`config.mk`:
```
export PLATFORM = sky130hd
export DESIGN_NAME = sspi_top
export DESIGN_NICKNAME = d
export VERILOG_FILES = /design/src/rtl/sspi_pkg.sv /design/src/rtl/sspi_clk_if.sv /design/src/rtl/sspi_clkgen.sv /design/src/rtl/sspi_top.sv
export VERILOG_INCLUDE_DIRS = /design/src /design/src/rtl
export SDC_FILE = /design/constraint.sdc
export NUM_CORES = 1
export LEC_CHECK = 0
export ABC_CLOCK_PERIOD_IN_PS = 6600
export BUFFER_PORTS_ARGS = -buffer_cell sky130_fd_sc_hd__buf_2
export CORE_MARGIN = 2
export CORE_UTILIZATION = 62
export CTS_CLUSTER_SIZE = 40
export DETAILED_ROUTE_END_ITERATION = 10
export PLACE_DENSITY = 0.85
export SLEW_MARGIN = 15
export SYNTH_ARGS = -nofsm -noshare
export SYNTH_HDL_FRONTEND = slang
export SYNTH_SLANG_ARGS = --single-unit
```
`constraint.sdc`:
```
create_clock -name clk -period 6.6 [get_ports clk]
set_input_delay 1.32 -clock clk [delete_from_list [all_inputs] [get_ports clk]]
set_output_delay 1.32 -clock clk [all_outputs]
set_load 0.1 [all_outputs]
```
`src/rtl/sspi_defs.svh`:
```
// Purpose: Constants for the serial module SPI port: register map, fields, codes, counts.
// Assumes: 8-bit register port with a 2-bit address; one 10 MHz system clock.
// Notes: Included by its bare name; definitions only.
// Operation
// - Modes 000/001/010 are master with serial clock at system clock over 4/16/64.
// - Mode 011 is master on the sub clock; 100 master at timer match rate over two.
// - Mode 101 is slave on the external clock; 110 and 111 leave SPI inactive.
// - With module_enable low all SPI pins are released and the engine is held idle.
// - Raising module_enable leaves the format and data register contents untouched.
// - Slave select rising mid-frame sets the incomplete flag and the done flag together.
// - Software setting the incomplete flag never sets the done flag.
// - select_pin_enable high uses the select pin; low leaves that pin floating.
// - The shared data register is the only path for transmit and receive data.
// - The debounce select bits are stored but have no effect in SPI modes.
// - Bit 4 of the mode control register always reads zero.
// - Only the master starts transfers and drives the serial clock; full duplex.
// - Exactly one slave select line is provided for the master.
// - bit_order_select high shifts MSB first, low shifts LSB first.
// - clock_idle_level high idles the clock low; capture_edge_select picks capture edge.
// - Hardware sets the done flag when a frame completes; software clears it.
// - A data write during a transfer is ignored and sets the write collision flag.
`ifndef SSPI_DEFS_SVH
`define SSPI_DEFS_SVH

`define SSPI_ADDR_CTRL 2'h0
`define SSPI_ADDR_FMT 2'h1
`define SSPI_ADDR_DATA 2'h2

`define SSPI_CTRL_RST 8'hE0
`define SSPI_FMT_RST 8'h00
`define SSPI_DATA_RST 8'h00
`define SSPI_CTRL_WMASK 8'hEF

`define SSPI_CTRL_MODE_HI 7
`define SSPI_CTRL_MODE_LO 5
`define SSPI_CTRL_DEB_HI 3
`define SSPI_CTRL_DEB_LO 2
`define SSPI_CTRL_EN 1
`define SSPI_CTRL_ICF 0

`define SSPI_FMT_IDLE 5
`define SSPI_FMT_EDGE 4
`define SSPI_FMT_ORDER 3
`define SSPI_FMT_SELECT_PIN_ENABLE 2
`define SSPI_FMT_WRITE_COLLISION_FLAG 1
`define SSPI_FMT_TRF 0

`define SSPI_MODE_DIV4 3'h0
`define SSPI_MODE_DIV16 3'h1
`define SSPI_MODE_DIV64 3'h2
`define SSPI_MODE_SUB 3'h3
`define SSPI_MODE_TMR 3'h4
`define SSPI_MODE_SLAVE 3'h5

`define SSPI_HALF_DIV4 5'h01
`define SSPI_HALF_DIV16 5'h07
`define SSPI_HALF_DIV64 5'h1F

`define SSPI_LAST_BIT 4'h7
`define SSPI_END_EDGE 5'h10

`endif

```
`src/rtl/sspi_pkg.sv`:
```
// Purpose: Types shared by the SPI port modules.
// Assumes: Nothing beyond the defs header.
// Notes: Holds the engine state type only.
package sspi_pkg;
  typedef enum logic [1:0] {st_idle, st_master, st_slave} sspi_state_t;
endpackage : sspi_pkg

```
`src/rtl/sspi_clk_if.sv`:
```
// Purpose: Carries the master bit clock request and half-period ticks.
// Assumes: Both ends on the system clock.
// Notes: tick is a one-cycle enable pulse.
`timescale 1ns/1ps
`default_nettype none
interface sspi_clk_if;
  logic run;
  logic [2:0] sel;
  logic tick;
  modport gen (input run, input sel, output tick);
  modport core (output run, output sel, input tick);
endinterface : sspi_clk_if
`default_nettype wire

```
`src/rtl/sspi_clkgen.sv`:
```
// Purpose: Makes half-period tick pulses for the master serial clock.
// Assumes: timer_match is a one-cycle pulse on clk; sub_clk is asynchronous.
// Notes: Counter restarts whenever run drops, so in the divider modes the first tick is a full half period.
`timescale 1ns/1ps
`default_nettype none
module sspi_clkgen
  import sspi_pkg::*;
(
  input wire logic clk,
  input wire logic nrst,
  input wire logic sub_clk,
  input wire logic timer_match,
  sspi_clk_if.gen cif
);
`include "sspi_defs.svh"

  logic [4:0] cnt_ff;
  logic [4:0] nxt_cnt;
  logic sub_s1_ff;
  logic sub_s2_ff;
  logic sub_s3_ff;
  logic tick_c;

  function automatic logic [4:0] half_limit(input logic [2:0] sel);
    if (sel == `SSPI_MODE_DIV4) begin
      half_limit = `SSPI_HALF_DIV4;
    end else if (sel == `SSPI_MODE_DIV16) begin
      half_limit = `SSPI_HALF_DIV16;
    end else begin
      half_limit = `SSPI_HALF_DIV64;
    end
  endfunction : half_limit

  always_comb begin
    nxt_cnt = cnt_ff;
    tick_c = 1'b0;
    if (!cif.run) begin
      nxt_cnt = 5'h00;
    end else begin
      case (cif.sel)
        `SSPI_MODE_DIV4, `SSPI_MODE_DIV16, `SSPI_MODE_DIV64: begin
          if (cnt_ff == half_limit(cif.sel)) begin
            nxt_cnt = 5'h00;
            tick_c = 1'b1;
          end else begin
            nxt_cnt = cnt_ff + 5'h01;
          end
        end
        `SSPI_MODE_SUB: tick_c = sub_s2_ff ^ sub_s3_ff;
        `SSPI_MODE_TMR: tick_c = timer_match;
        default: tick_c = 1'b0;
      endcase
    end
  end

  assign cif.tick = tick_c;

  always_ff @(posedge clk or negedge nrst) begin
    if (!nrst) begin
      cnt_ff <= 5'h00;
      sub_s1_ff <= 1'b0;
      sub_s2_ff <= 1'b0;
      sub_s3_ff <= 1'b0;
    end else begin
      cnt_ff <= nxt_cnt;
      sub_s1_ff <= sub_clk;
      sub_s2_ff <= sub_s1_ff;
      sub_s3_ff <= sub_s2_ff;
    end
  end

endmodule : sspi_clkgen
`default_nettype wire

```
`src/rtl/sspi_top.sv`:
```
// Purpose: SPI personality of the serial module: registers, shift engine and pins.
// Assumes: Registers on a plain strobe port; pins sampled through two flip-flops.
// Notes: Output enables are active low; the I2C personality is not present.
//
// The implementer's own choices: the address map and strobed register access.
`timescale 1ns/1ps
`default_nettype none
module sspi_top
  import sspi_pkg::*;
(
  input wire logic clk,
  input wire logic nrst,
  input wire logic [1:0] addr,
  input wire logic [7:0] wdata,
  input wire logic wr,
  input wire logic rd,
  output logic [7:0] rdata,
  input wire logic sub_clk,
  input wire logic timer_match,
  input wire logic sck_in,
  output logic sck_out,
  output logic sck_oe_n,
  input wire logic sdi_in,
  output logic sdo_out,
  output logic sdo_oe_n,
  input wire logic ss_n_in,
  output logic ss_n_out,
  output logic ss_n_oe_n,
  output logic transfer_done
);
`include "sspi_defs.svh"

  sspi_clk_if cif ();

  sspi_clkgen u_clkgen (
    .clk(clk),
    .nrst(nrst),
    .sub_clk(sub_clk),
    .timer_match(timer_match),
    .cif(cif)
  );

  logic [7:0] ctrl_ff;
  logic [7:0] fmt_ff;
  logic [7:0] sh_ff;
  logic [7:0] rdata_ff;
  sspi_state_t state_ff;
  logic [3:0] bitcnt_ff;
  logic [4:0] edgecnt_ff;
  logic [1:0] cap_d_ff;
  logic sck_ff;
  logic sdo_ff;
  logic ssn_ff;
  logic sck_oe_n_ff;
  logic sdo_oe_n_ff;
  logic ssn_oe_n_ff;

  logic [7:0] nxt_ctrl;
  logic [7:0] nxt_fmt;
  logic [7:0] nxt_sh;
  logic [7:0] nxt_rdata;
  sspi_state_t nxt_state;
  logic [3:0] nxt_bitcnt;
  logic [4:0] nxt_edgecnt;
  logic [1:0] nxt_cap;
  logic nxt_sck;
  logic nxt_sdo;
  logic nxt_ssn;
  logic nxt_sck_oe_n;
  logic nxt_sdo_oe_n;
  logic nxt_ssn_oe_n;

  logic sck_s1_ff;
  logic sck_s2_ff;
  logic sck_s3_ff;
  logic sdi_s1_ff;
  logic sdi_s2_ff;
  logic ssn_s1_ff;
  logic ssn_s2_ff;
  logic ssn_s3_ff;

  logic [2:0] mode;
  logic en;
  logic is_master;
  logic is_slave;
  logic idle_hi;
  logic cap_first;
  logic msb_first;
  logic select_pin_enable;
  logic slave_sel;
  logic ss_rise;
  logic sck_chg;
  logic set_trf;
  logic set_icf;
  logic set_write_collision_flag;
  logic leading;
  logic [7:0] sh_cur;

  // Next bit to put on the data line in the selected order.
  function automatic logic tx_bit(input logic [7:0] d, input logic msb);
    tx_bit = msb ? d[7] : d[0];
  endfunction : tx_bit

  // Shifts the sent bit out and the received bit in.
  function automatic logic [7:0] shift_in(input logic [7:0] d, input logic msb, input logic b);
    shift_in = msb ? {d[6:0], b} : {b, d[7:1]};
  endfunction : shift_in

  assign mode = ctrl_ff[`SSPI_CTRL_MODE_HI:`SSPI_CTRL_MODE_LO];
  assign en = ctrl_ff[`SSPI_CTRL_EN];
  // Debounce bits are not looked at anywhere in the SPI engine.
  assign is_master = en && (mode <= `SSPI_MODE_TMR);
  assign is_slave = en && (mode == `SSPI_MODE_SLAVE);
  assign idle_hi = ~fmt_ff[`SSPI_FMT_IDLE];
  assign cap_first = fmt_ff[`SSPI_FMT_EDGE];
  assign msb_first = fmt_ff[`SSPI_FMT_ORDER];
  assign select_pin_enable = fmt_ff[`SSPI_FMT_SELECT_PIN_ENABLE];
  assign slave_sel = !select_pin_enable || !ssn_s2_ff;
  assign ss_rise = select_pin_enable && ssn_s2_ff && !ssn_s3_ff;
  assign sck_chg = sck_s2_ff ^ sck_s3_ff;
  assign cif.run = (state_ff == st_master);
  assign cif.sel = mode;

  always_comb begin
    nxt_ctrl = ctrl_ff;
    nxt_fmt = fmt_ff;
    nxt_sh = sh_ff;
    nxt_rdata = 8'h00;
    nxt_state = state_ff;
    nxt_bitcnt = bitcnt_ff;
    nxt_edgecnt = edgecnt_ff;
    nxt_sck = sck_ff;
    nxt_sdo = sdo_ff;
    nxt_ssn = ssn_ff;
    set_trf = 1'b0;
    set_icf = 1'b0;
    set_write_collision_flag = 1'b0;
    leading = 1'b0;
    nxt_cap = {cap_d_ff[0], 1'b0};
    sh_cur = sh_ff;

    if (rd) begin
      if (addr == `SSPI_ADDR_CTRL) begin
        nxt_rdata = ctrl_ff & `SSPI_CTRL_WMASK;
      end else if (addr == `SSPI_ADDR_FMT) begin
        nxt_rdata = fmt_ff;
      end else if (addr == `SSPI_ADDR_DATA) begin
        nxt_rdata = sh_ff;
      end else begin
        nxt_rdata = 8'h00;
      end
    end

    case (state_ff)
      st_idle: begin
        nxt_sck = idle_hi;
        nxt_ssn = 1'b1;
        nxt_sdo = cap_first ? tx_bit(sh_ff, msb_first) : 1'b1;
        nxt_bitcnt = 4'h0;
        nxt_cap = 2'h0;
        if (is_slave) begin
          nxt_state = st_slave;
        end
      end
      st_master: begin
        // The synchronised data pin lags by two cycles, so a capture lands two cycles late.
        sh_cur = cap_d_ff[1] ? shift_in(sh_ff, msb_first, sdi_s2_ff) : sh_ff;
        nxt_sh = sh_cur;
        if (!is_master) begin
          nxt_state = st_idle;
          nxt_sck = idle_hi;
          nxt_ssn = 1'b1;
          nxt_cap = 2'h0;
        end else if (edgecnt_ff == `SSPI_END_EDGE) begin
          // Select rises only after the last clock edge and the last capture have landed.
          if (cap_d_ff == 2'h0) begin
            nxt_state = st_idle;
            nxt_ssn = 1'b1;
            set_trf = 1'b1;
          end
        end else if (cif.tick) begin
          leading = (sck_ff == idle_hi);
          nxt_sck = ~sck_ff;
          if (leading == cap_first) begin
            nxt_cap[0] = 1'b1;
          end else begin
            nxt_sdo = tx_bit(sh_cur, msb_first);
          end
          nxt_edgecnt = edgecnt_ff + 5'h01;
        end
      end
      st_slave: begin
        if (!is_slave) begin
          nxt_state = st_idle;
          nxt_bitcnt = 4'h0;
        end else if (ss_rise) begin
          if (bitcnt_ff != 4'h0) begin
            set_icf = 1'b1;
            set_trf = 1'b1;
          end
          nxt_bitcnt = 4'h0;
        end else if (slave_sel && sck_chg) begin
          leading = (sck_s3_ff == idle_hi);
          if (leading == cap_first) begin
            nxt_sh = shift_in(sh_ff, msb_first, sdi_s2_ff);
            if (bitcnt_ff == `SSPI_LAST_BIT) begin
              nxt_bitcnt = 4'h0;
              set_trf = 1'b1;
            end else begin
              nxt_bitcnt = bitcnt_ff + 4'h1;
            end
          end else begin
            nxt_sdo = tx_bit(sh_ff, msb_first);
          end
        end else if (bitcnt_ff == 4'h0) begin
          nxt_sdo = cap_first ? tx_bit(sh_ff, msb_first) : 1'b1;
        end
      end
      default: nxt_state = st_idle;
    endcase

    // Control writes never touch data or engine state, so enabling keeps settings.
    if (wr) begin
      if (addr == `SSPI_ADDR_CTRL) begin
        nxt_ctrl = wdata & `SSPI_CTRL_WMASK;
      end else if (addr == `SSPI_ADDR_FMT) begin
        nxt_fmt = wdata;
      end else if (addr == `SSPI_ADDR_DATA) begin
        if (state_ff == st_master || (state_ff == st_slave && bitcnt_ff != 4'h0)) begin
          set_write_collision_flag = 1'b1;
        end else begin
          nxt_sh = wdata;
          if (is_master && state_ff == st_idle) begin
            nxt_state = st_master;
            nxt_edgecnt = 5'h00;
            nxt_ssn = 1'b0;
            nxt_sdo = cap_first ? tx_bit(wdata, msb_first) : sdo_ff;
          end
        end
      end
    end

    // Hardware sets win over a software write in the same cycle.
    if (set_trf) begin
      nxt_fmt[`SSPI_FMT_TRF] = 1'b1;
    end
    if (set_write_collision_flag) begin
      nxt_fmt[`SSPI_FMT_WRITE_COLLISION_FLAG] = 1'b1;
    end
    if (set_icf) begin
      nxt_ctrl[`SSPI_CTRL_ICF] = 1'b1;
    end

    nxt_sck_oe_n = !is_master;
    nxt_ssn_oe_n = !(is_master && select_pin_enable);
    nxt_sdo_oe_n = !(is_master || (is_slave && slave_sel));
  end

  always_ff @(posedge clk or negedge nrst) begin
    if (!nrst) begin
      ctrl_ff <= `SSPI_CTRL_RST;
      fmt_ff <= `SSPI_FMT_RST;
      sh_ff <= `SSPI_DATA_RST;
      rdata_ff <= 8'h00;
      state_ff <= st_idle;
      bitcnt_ff <= 4'h0;
      edgecnt_ff <= 5'h00;
      cap_d_ff <= 2'h0;
      sck_ff <= 1'b1;
      sdo_ff <= 1'b1;
      ssn_ff <= 1'b1;
      sck_oe_n_ff <= 1'b1;
      sdo_oe_n_ff <= 1'b1;
      ssn_oe_n_ff <= 1'b1;
    end else begin
      ctrl_ff <= nxt_ctrl;
      fmt_ff <= nxt_fmt;
      sh_ff <= nxt_sh;
      rdata_ff <= nxt_rdata;
      state_ff <= nxt_state;
      bitcnt_ff <= nxt_bitcnt;
      edgecnt_ff <= nxt_edgecnt;
      cap_d_ff <= nxt_cap;
      sck_ff <= nxt_sck;
      sdo_ff <= nxt_sdo;
      ssn_ff <= nxt_ssn;
      sck_oe_n_ff <= nxt_sck_oe_n;
      sdo_oe_n_ff <= nxt_sdo_oe_n;
      ssn_oe_n_ff <= nxt_ssn_oe_n;
    end
  end

  // Pin synchronisers; the first stage feeds only the second.
  always_ff @(posedge clk or negedge nrst) begin
    if (!nrst) begin
      sck_s1_ff <= 1'b0;
      sck_s2_ff <= 1'b0;
      sck_s3_ff <= 1'b0;
      sdi_s1_ff <= 1'b0;
      sdi_s2_ff <= 1'b0;
      ssn_s1_ff <= 1'b1;
      ssn_s2_ff <= 1'b1;
      ssn_s3_ff <= 1'b1;
    end else begin
      sck_s1_ff <= sck_in;
      sck_s2_ff <= sck_s1_ff;
      sck_s3_ff <= sck_s2_ff;
      sdi_s1_ff <= sdi_in;
      sdi_s2_ff <= sdi_s1_ff;
      ssn_s1_ff <= ss_n_in;
      ssn_s2_ff <= ssn_s1_ff;
      ssn_s3_ff <= ssn_s2_ff;
    end
  end

  assign rdata = rdata_ff;
  assign sck_out = sck_ff;
  assign sck_oe_n = sck_oe_n_ff;
  assign sdo_out = sdo_ff;
  assign sdo_oe_n = sdo_oe_n_ff;
  assign ss_n_out = ssn_ff;
  assign ss_n_oe_n = ssn_oe_n_ff;
  assign transfer_done = fmt_ff[`SSPI_FMT_TRF];

endmodule : sspi_top
`default_nettype wire

```
==> run_results.csv, run 1 <==
group,metric,value,unit
outcome,status,"completed",
yosys,synth_area,3387,um2
sta,hold_viol_final,0,
route,drt_first_pass_iters,5,
setup_path,arrival,3.31,ns
finish,antenna_cells,0,
finish,n_fill_cell,352,
route,drc,0,
setup_path,crit_path_start_kind,"input port",
clock_tree,clk_pin_slew_worst_paths,0.07,ns
pwr,power_density,378.7,nW/um2
sta,finalSetupViolCount,0,
floorplan,io_pins,34,
job,maxCapViolCount,0,
sta,maxSlewViolCount,0,
grt,overflow,0,
setup_path,cp-startpoint,"addr[0]",
place,dp_hpwl,5080,um
sta,final.period_utilization,45.90,%
grt,track_usage,26.49,%
clock_tree,postCtsHoldBufs,0,
yosys,netlist.top_cell.by_area,"dfrtp_1",
yosys,synth_edf_count,0,
sta,max_freq,330.1,MHz
sta,slew_headroom,47.03,%
sta,worst_slew_pin_slew,0.7946,ns
setup_path,r2r-end,"sh_ff[5]",
clock_tree,post_cts_buffers,0,
clock_tree,cts.htree.levels,3,
floorplan,die_w,77.91,um
yosys,synth_ff_type,"dfrtp_1",
clock_tree,cts_buffer_depth,2,
sta,skew,0.01214,ns
setup_path,worst-r2r-cell-count,7,
finish,layout.nets,384,
route,wl_per_cell,16.94,um
clock_tree,cts_resized,0,
finish,area_growth,12.78,%
pwr,peakVddDrop,0.0002895,V
grt,grt_pass1_wl,12350,um
clock_tree,tritoncts,"done",
setup_path,worstSetupPathType,"input port to flip-flop",
floorplan,die_area,6070,um2
clock_tree,insertion_delay,0.35,ns
yosys,syn-num-nets,351,
grt,grt_max_degree,67,
yosys,synth_top_area_share,39.90,%
clock_tree,cts-root-buf,"clkbuf_8",
grt,first_global_vias,2632,
clock_tree,numCtsBuffers,9,
route,ant_nets,0,
setup_path,cp_max_fo,12,
finish,regArea,1667,um2
floorplan,chipHeight,77.91,um
floorplan,coreArea,5205,um2
pwr,p_leak,1.731,nW
setup_path,worstPathRequired,6.88,ns
route,vias_per_cell,6.079,
place,place_congestion,0.8574,
yosys,yosysMostFrequentCell,"dfrtp_1",
sta,rsz0062_at_grt,"no",
sta,fin_hold_ws,0.3539,ns
floorplan,core.rowCount,26,
clock_tree,cts_sinks,66,
route,drtIter0Drc,262,
yosys,syn_area_per_cell,10.49,um2
grt,antenna_found_initial,0,
setup_path,endpoint,"sdo_out",
floorplan,start_util,65.07,%
yosys,synth_area_leaders,"dfrtp_1 40%, dfstp_2 9.3%, mux2i_1 7.4%, mux2_2 5.0%, o21ai_0 4.1%",
setup_path,worstReg2RegStart,"bitcnt_ff[0]",
setup_path,r2r_slack,4.10,ns
yosys,synthTopCellsByCount,"54 x dfrtp_1, 28 x o21ai_0, 27 x nand2_1",
sta,finalSetupTns,0,ns
yosys,ys_seq_area_share,49.21,%
finish,multi_input_area,1627,um2
place,portBuffers,33,
yosys,synthCells,323,
yosys,yosys_warnings,0,
yosys,async_reset_ff_share,100.0,%
finish,drive_gt1_share,23.27,%
route,wirelength,7301,um
setup_path,end_kind,"flip-flop",
route,num_vias,2620,
yosys,synth_seq_cells,66,
yosys,netlist-cell-type-count,50,
sta,finalCriticalPeriod,3.029,ns
hold_path,hp-class,"flip-flop to flip-flop",
[cells by family after synthesis]
logic type      Yosys count  synth area share (%)
fa+ha+maj                 9                 3.325
flops                    66                 49.21
xor+xnor                  8                 2.291
mux                      42                 13.48
simple gates             98                 14.33
compound gates           75                 14.44
buf+inv                  25                 2.919
[worst min path at each step]
stage	from	end	slack (ns)	cells past startpoint
2_1_floorplan	sck_s1_ff	sck_s2_ff	0.33	0
3_3_place_gp	sdi_s1_ff	sdi_s2_ff	0.34	0
3_5_place_dp	u_clkgen.sub_s1_ff	u_clkgen.sub_s2_ff	0.34	0
4_1_cts	u_clkgen.sub_s1_ff	u_clkgen.sub_s2_ff	0.35	0
5_1_grt	ssn_s1_ff	ssn_s2_ff	0.36	0
6_report	sck_s1_ff	sck_s2_ff	0.35	0
[metal layers]
layer | vias up | wire (um) | GRT usage, %
met5 | - | 0 | 0
met4 | 0 | 215 | 15.61
met3 | 22 | 410 | 4.884
met2 | 115 | 3466 | 41.29
met1 | 1265 | 3208 | 34.68
li1 | 1218 | - | -
[flip-flops by register name, indices dropped and copies added, names as in the netlist, 2 cells and up]
register,cells
cap_d_ff,2
bitcnt_ff,4
fmt_ff,8
state_ff,2
edgecnt_ff,5
ctrl_ff,7
rdata,8
u_clkgen.cnt_ff,5
sh_ff,8
[layout make-up]
type,count,area share (%)
Inverter,13,1.277
Clock inverter,6,2.096
Tap cell,70,2.293
Sequential cell,66,43.63
Timing Repair Buffer,34,4.520
Multi-Input combinational cell,232,42.58
Clock buffer,10,3.603
[per-stage QoR]
step	cells	setup slack, ns	cell area, um2	utilization [%]	total power [mW]
3_5_place_dp	415	3.296	3597	69.11	1.069
5_1_grt	431	3.367	3820	73.39	1.521
3_3_place_gp	415	3.371	3597	69.11	1.051
4_1_cts	431	3.592	3815	73.29	1.445
6_report	431	3.571	3820	73.39	1.447
2_1_floorplan	323	3.800	3387	-	0.9546
[critical path: stages]
cell and delay (ns):
buf_2 0.19, nor2b_1 0.62, and4_1 0.29, and3_1 0.43, mux2i_1 0.23, o21ai_0 0.08, a31oi_1 0.14
[cells in the final DEF (no fill, tap or decap), types with 3 or more instances in the layout]
cell,instances
a21oi_1,11
a221o_1,6
a22o_1,3
a22oi_1,3
a31oi_1,3
and2_1,10
buf_2,33
clkbuf_8,10
clkinv_2,4
dfrtp_1,54
dfstp_2,12
ha_1,9
inv_1,13
mux2_2,15
mux2i_1,25
nand2_1,27
nand3_1,9
nor2_1,25
nor2b_1,8
nor3_1,5
o211ai_1,3
o21a_1,4
o21ai_0,28
xnor2_1,5
[report_power, final]
group | internal [mW] | switching [mW]
combinational | 0.163 | 0.327
clock | 0.220 | 0.153
sequential | 0.492 | 0.0923
total | 0.875 | 0.572
Power figures use the tool's default switching activity.
==> run 2: changes to the inputs <==
Settings changed: ABC_CLOCK_PERIOD_IN_PS 6600 to 3100, CORE_UTILIZATION 62 to 59, PLACE_DENSITY 0.85 to 0.82.
Clock period 6.6 ns to 3.1 ns, I/O delays scaled along.
==> run_results.csv, run 2 (synthesis gave the netlist of run 1 again) <==
group,metric,value,unit
grt,overflow,0,
route,wl_per_cell,17.90,um
grt,first_global_vias,2661,
grt,grt_pass1_wl,12730,um
clock_tree,postCtsHoldBufs,0,
setup_path,worst-r2r-cell-count,7,
setup_path,timing.critical_path.buf_inv,1,
route,drtIter0Drc,179,
clock_tree,cts_buffer_depth,2,
finish,layout.nets,387,
route,num_vias,2675,
clock_tree,cts_sinks,66,
clock_tree,cts_resized,0,
route,ant_nets,0,
floorplan,core.rowCount,27,
hold_path,hp-class,"input port to asynchronous set/reset pin",
pwr,p_total,3.254,mW
clock_tree,post_cts_buffers,0,
floorplan,die_area,6362,um2
pwr,p_leak,1.759,nW
pwr,peakVddDrop,0.0005973,V
sta,finalSetupViolCount,0,
sta,finalCriticalPeriod,2.466,ns
finish,drive_gt1_share,23.63,%
setup_path,crit_cells,7,
floorplan,coreArea,5540,um2
outcome,status,"completed",
sta,max_freq,405.4,MHz
setup_path,crit_family,"simple AND/OR/NAND/NOR gates",
setup_path,crit_chain,"inv_1 > ha_1 > or3b_2 > a21oi_1 > and3_1 > nor2_1 > a221o_1",
floorplan,start_util,61.13,%
setup_path,cp_max_fo,9,
finish,layout_commonest_cell,"dfrtp_1",
pwr,power_density,837.2,nW/um2
finish,area_growth,14.78,%
floorplan,die_w,79.77,um
place,portBuffers,33,
setup_path,crit_slowest_cell,"or3b_2",
clock_tree,insertion_delay,0.35,ns
sta,finalSetupTns,0,ns
setup_path,critPathMaxStageDelay,0.48,ns
setup_path,worstPathRequired,3.33,ns
route,wirelength,7804,um
floorplan,chipHeight,79.77,um
place,place_congestion,0.8720,
finish,antenna_cells,0,
setup_path,arrival,2.70,ns
clock_tree,tritoncts,"done",
place,dp_hpwl,5478,um
finish,layout_common_cells,"54 x dfrtp_1, 33 x buf_2, 28 x o21ai_0",
clock_tree,clk_pin_slew_worst_paths,0.07,ns
sta,maxSlewViolCount,0,
route,drc,0,
clock_tree,cts-root-buf,"clkbuf_8",
clock_tree,numCtsBuffers,9,
floorplan,io_pins,34,
route,drt_first_pass_iters,4,
route,vias_per_cell,6.135,
clock_tree,cts.htree.levels,3,
place,dp_slack,0.6812,ns
sta,slew_headroom,49.62,%
sta,rsz0062_at_grt,"no",
sta,worst_slew_pin_slew,0.7499,ns
sta,skew,0.01090,ns
setup_path,worstSetupPathType,"flip-flop to flip-flop",
grt,grt_max_degree,26,
sta,hold_viol_final,0,
grt,antenna_found_initial,0,
sta,final.period_utilization,79.56,%
setup_path,crit_path_start_kind,"flip-flop",
grt,track_usage,26.48,%
job,maxCapViolCount,0,
setup_path,end_kind,"flip-flop",
sta,fin_ws,0.6335,ns
run 2: cell count changes in the layout (fill, tap and decap cells not counted), sizes merged:
cell	change
bufinv	+2
clkinv	-2
clkbuf	-1
clkinvlp	+1
buf	+3
run 2: layout make-up:
cell class	instances	area, um2
Inverter	13	48.80
Clock buffer	9	123.9
Timing Repair Buffer	37	195.2
Fill cell	419	1653
Clock inverter	7	141.4
Multi-Input combinational cell	232	1622
Sequential cell	66	1667
Tap cell	72	90.09
run 2: per-layer routing:
| layer | routed length (um) | track usage [%] | share of wire [%] |
|---|---|---|---|
| met1 | 3389 | 34.83 | 43 |
| met4 | 105 | 7.966 | 1.3 |
| met5 | 0 | 0 | 0 |
| met2 | 3878 | 43.11 | 50 |
| met3 | 431 | 7.127 | 5.5 |
run 2: path summary, 6_finish.rpt:
path	to	start	slack, ns
max	sh_ff[1]	bitcnt_ff[1]	0.63
min	rdata[0]	nrst	0.20
max reg2reg	sh_ff[1]	bitcnt_ff[1]	0.63
min reg2reg	u_clkgen.sub_s2_ff	u_clkgen.sub_s1_ff	0.35
max in group asynchronous	sck_out	nrst	2.18
min in group clk	u_clkgen.sub_s2_ff	u_clkgen.sub_s1_ff	0.35
run 2: metrics by stage:
| step | hold WS (ns) | util, % | cell area [um2] | std cells |
|---|---|---|---|---|
| floorplan | 0.3244 | - | 3387 | 323 |
| global placement | 0.3312 | 65.38 | 3622 | 420 |
| detailed placement | 0.3420 | 65.38 | 3622 | 420 |
| CTS | 0.2063 | 70.17 | 3887 | 436 |
| global route | 0.2126 | 70.17 | 3887 | 436 |
| finish | 0.1986 | 70.17 | 3887 | 436 |
run 2: report_power, final:
part | leakage, nW | internal [mW] | switching (mW) | total (mW)
Combinational | 0.810 | 0.349 | 0.707 | 1.06
Clock | 0.129 | 0.615 | 0.342 | 0.957
Sequential | 0.820 | 1.05 | 0.195 | 1.24
Total | 1.76 | 2.01 | 1.24 | 3.25
==> run 3: changes to the inputs <==
Settings changed: ABC_AREA set to 1, ABC_CLOCK_PERIOD_IN_PS 3100 to 2200, CORE_UTILIZATION 59 to 53, PLACE_DENSITY 0.82 to 0.77.
Clock period 3.1 ns to 2.2 ns, I/O delays scaled along.
==> run_results.csv, run 3 <==
group,metric,value,unit
grt,grt_pass1_wl,14160,um
setup_path,r2r_slack,0.33,ns
route,vias_per_cell,5.495,
sta,slew_headroom,65.59,%
yosys,async_reset_ff_share,100.0,%
route,wirelength,8315,um
grt,first_global_vias,3039,
sta,fin_hold_ws,0.05001,ns
setup_path,r2r-end,"sdo_out",
clock_tree,clk_pin_slew_worst_paths,0.07,ns
sta,finalCriticalPeriod,1.869,ns
finish,layout.nets,514,
job,maxCapViolCount,0,
finish,final_cells,568,
grt,antenna_found_initial,0,
setup_path,end_kind,"flip-flop",
floorplan,die_area,7272,um2
clock_tree,tritoncts,"done",
finish,area_growth,13.80,%
sta,finalSetupTns,0,ns
yosys,yosys_warnings,0,
route,drtIter0Drc,242,
pwr,combPwrFrac,41.6,%
finish,layout_commonest_cell,"nand2_1",
yosys,synthTopCellsByCount,"111 x nand2_1, 71 x inv_1, 54 x dfrtp_1",
sta,skew,0.01329,ns
outcome,status,"completed",
pwr,p_leak,2.048,nW
clock_tree,numCtsBuffers,9,
yosys,netlist.top_cell.by_area,"dfrtp_1",
clock_tree,cts_resized,0,
pwr,switching_share,44.88,%
floorplan,io_pins,34,
setup_path,worstPathRequired,2.48,ns
floorplan,die_w,85.28,um
route,num_vias,3121,
route,drc,0,
hold_path,hp-class,"input port to asynchronous set/reset pin",
clock_tree,insertion_delay,0.35,ns
yosys,synthCells,440,
sta,max_freq,535.1,MHz
place,place_inst,552,
finish,layout_common_cells,"111 x nand2_1, 71 x inv_1, 54 x dfrtp_1",
clock_tree,cts-root-buf,"clkbuf_8",
yosys,netlist-cell-type-count,42,
sta,finalSetupViolCount,0,
floorplan,core.rowCount,29,
clock_tree,postCtsHoldBufs,0,
pwr,switchingPower,1.984,mW
finish,drive_gt1_share,17.11,%
floorplan,chipHeight,85.28,um
yosys,synth_area_leaders,"dfrtp_1 39%, nand2_1 12%, dfstp_2 9.0%, inv_1 7.6%, nand3_1 6.0%",
sta,worst_slew_pin_slew,0.5148,ns
place,place_congestion,0.9415,
route,wl_per_cell,14.64,um
pwr,clkPwrFrac,20.8,%
clock_tree,cts.htree.levels,3,
grt,grt_max_degree,32,
sta,final.period_utilization,84.94,%
sta,maxSlewViolCount,0,
yosys,synth_top_area_share,38.60,%
finish,antenna_cells,0,
grt,track_usage,25.07,%
sta,rsz0062_at_grt,"no",
place,portBuffers,33,
place,dp_hpwl,6262,um
yosys,synth_edf_count,0,
setup_path,worstSetupPathType,"flip-flop to flip-flop",
setup_path,worst-r2r-cell-count,11,
setup_path,worstReg2RegStart,"bitcnt_ff[0]",
route,drt_first_pass_iters,5,
yosys,synth_seq_cells,66,
setup_path,arrival,2.15,ns
yosys,syn-num-nets,468,
sta,hold_viol_final,0,
floorplan,coreArea,6386,um2
yosys,yosysMostFrequentCell,"nand2_1",
pwr,p_seq_share,37.6,%
pwr,power_density,1110,nW/um2
grt,overflow,0,
floorplan,start_util,54.82,%
clock_tree,post_cts_buffers,0,
yosys,synth_ff_type,"dfrtp_1",
yosys,syn_area_per_cell,7.956,um2
setup_path,crit_path_start_kind,"flip-flop",
route,ant_nets,0,
yosys,ys_seq_area_share,47.61,%
setup_path,cp_max_fo,6,
pwr,internal_power,2.437,mW
clock_tree,cts_buffer_depth,2,
clock_tree,cts_sinks,66,
pwr,peakVddDrop,0.0007210,V
yosys,synth_area,3501,um2
==> run 3: how the worst max path moves through the flow <==
stage | from | end | slack (ns)
global placement | state_ff[1] | edgecnt_ff[2] | 0.37
floorplan | sck_out | sdo_out | 0.53
detailed placement | bitcnt_ff[0] | sdo_out | 0.34
finish | bitcnt_ff[0] | sdo_out | 0.33
CTS | bitcnt_ff[0] | sdo_out | 0.34
global route | bitcnt_ff[0] | sdo_out | 0.09
==> run 3: cell type report <==
type | count | area (um2)
clock inverter | 3 | 15.01
multi-input combinational | 294 | 1531
inverter | 74 | 277.8
tap | 77 | 96.34
sequential | 66 | 1667
fill | 583 | 2402
timing repair buffer | 41 | 237.7
clock buffer | 13 | 158.9
==> run 3: cell families (layout without fill, tap and decap cells) <==
| logic type | Yosys count | count (layout) | synth area share [%] |
|---|---|---|---|
| multiplexers | 2 | 2 | 0.6076 |
| XOR/XNOR | 4 | 4 | 1.001 |
| adder cells (fa/ha/maj) | 9 | 9 | 3.217 |
| AND/OR/NAND/NOR | 200 | 200 | 25.27 |
| AO/OA/AOI/OAI | 79 | 79 | 13.65 |
| flip-flops | 66 | 66 | 47.61 |
| buffers and inverters | 80 | 131 | 8.649 |
==> run 3: power by group through the flow <==
| stage | clock (mW) | combinational (mW) | sequential [mW] |
|---|---|---|---|
| floorplan | 0 | 1.01 | 2.03 |
| global placement | 0 | 1.78 | 1.67 |
| detailed placement | 0 | 1.81 | 1.68 |
| CTS | 0.942 | 1.82 | 1.66 |
| global route | 0.987 | 2.04 | 1.68 |
| finish | 0.920 | 1.84 | 1.66 |
==> run 3: worst max-delay path, cell delays in order (launching register included) <==
cell     delay (ns)
dfrtp_1        0.42
inv_1          0.07
ha_1           0.14
nand3_1        0.16
a21oi_1        0.24
nand2_1        0.10
inv_1          0.13
nand2_1        0.15
inv_1          0.16
o21ai_0        0.10
nand2_1        0.07
nand2_1        0.05
==> run 3: layer usage <==
| metal | part of all wire, % | wire length (um) | up-vias | track usage, % |
|---|---|---|---|---|
| met5 | 0 | 0 | - | 0 |
| met2 | 46 | 3856 | 86 | 39.13 |
| li1 | - | - | 1525 | - |
| met1 | 46 | 3850 | 1496 | 33.82 |
| met4 | 1.7 | 144 | 0 | 9.380 |
| met3 | 5.6 | 464 | 14 | 6.420 |
==> run 3: stage by stage <==
step | util, % | power [mW] | setup WS (ns) | cell area, um2
after floorplan | - | 3.040 | 0.5329 | 3501
after global routing | 62.38 | 4.711 | 0.09341 | 3984
after CTS | 62.38 | 4.418 | 0.3370 | 3984
final | 62.38 | 4.421 | 0.3312 | 3984
after detailed placement | 59.66 | 3.489 | 0.3433 | 3810
after global placement | 59.66 | 3.442 | 0.3681 | 3810
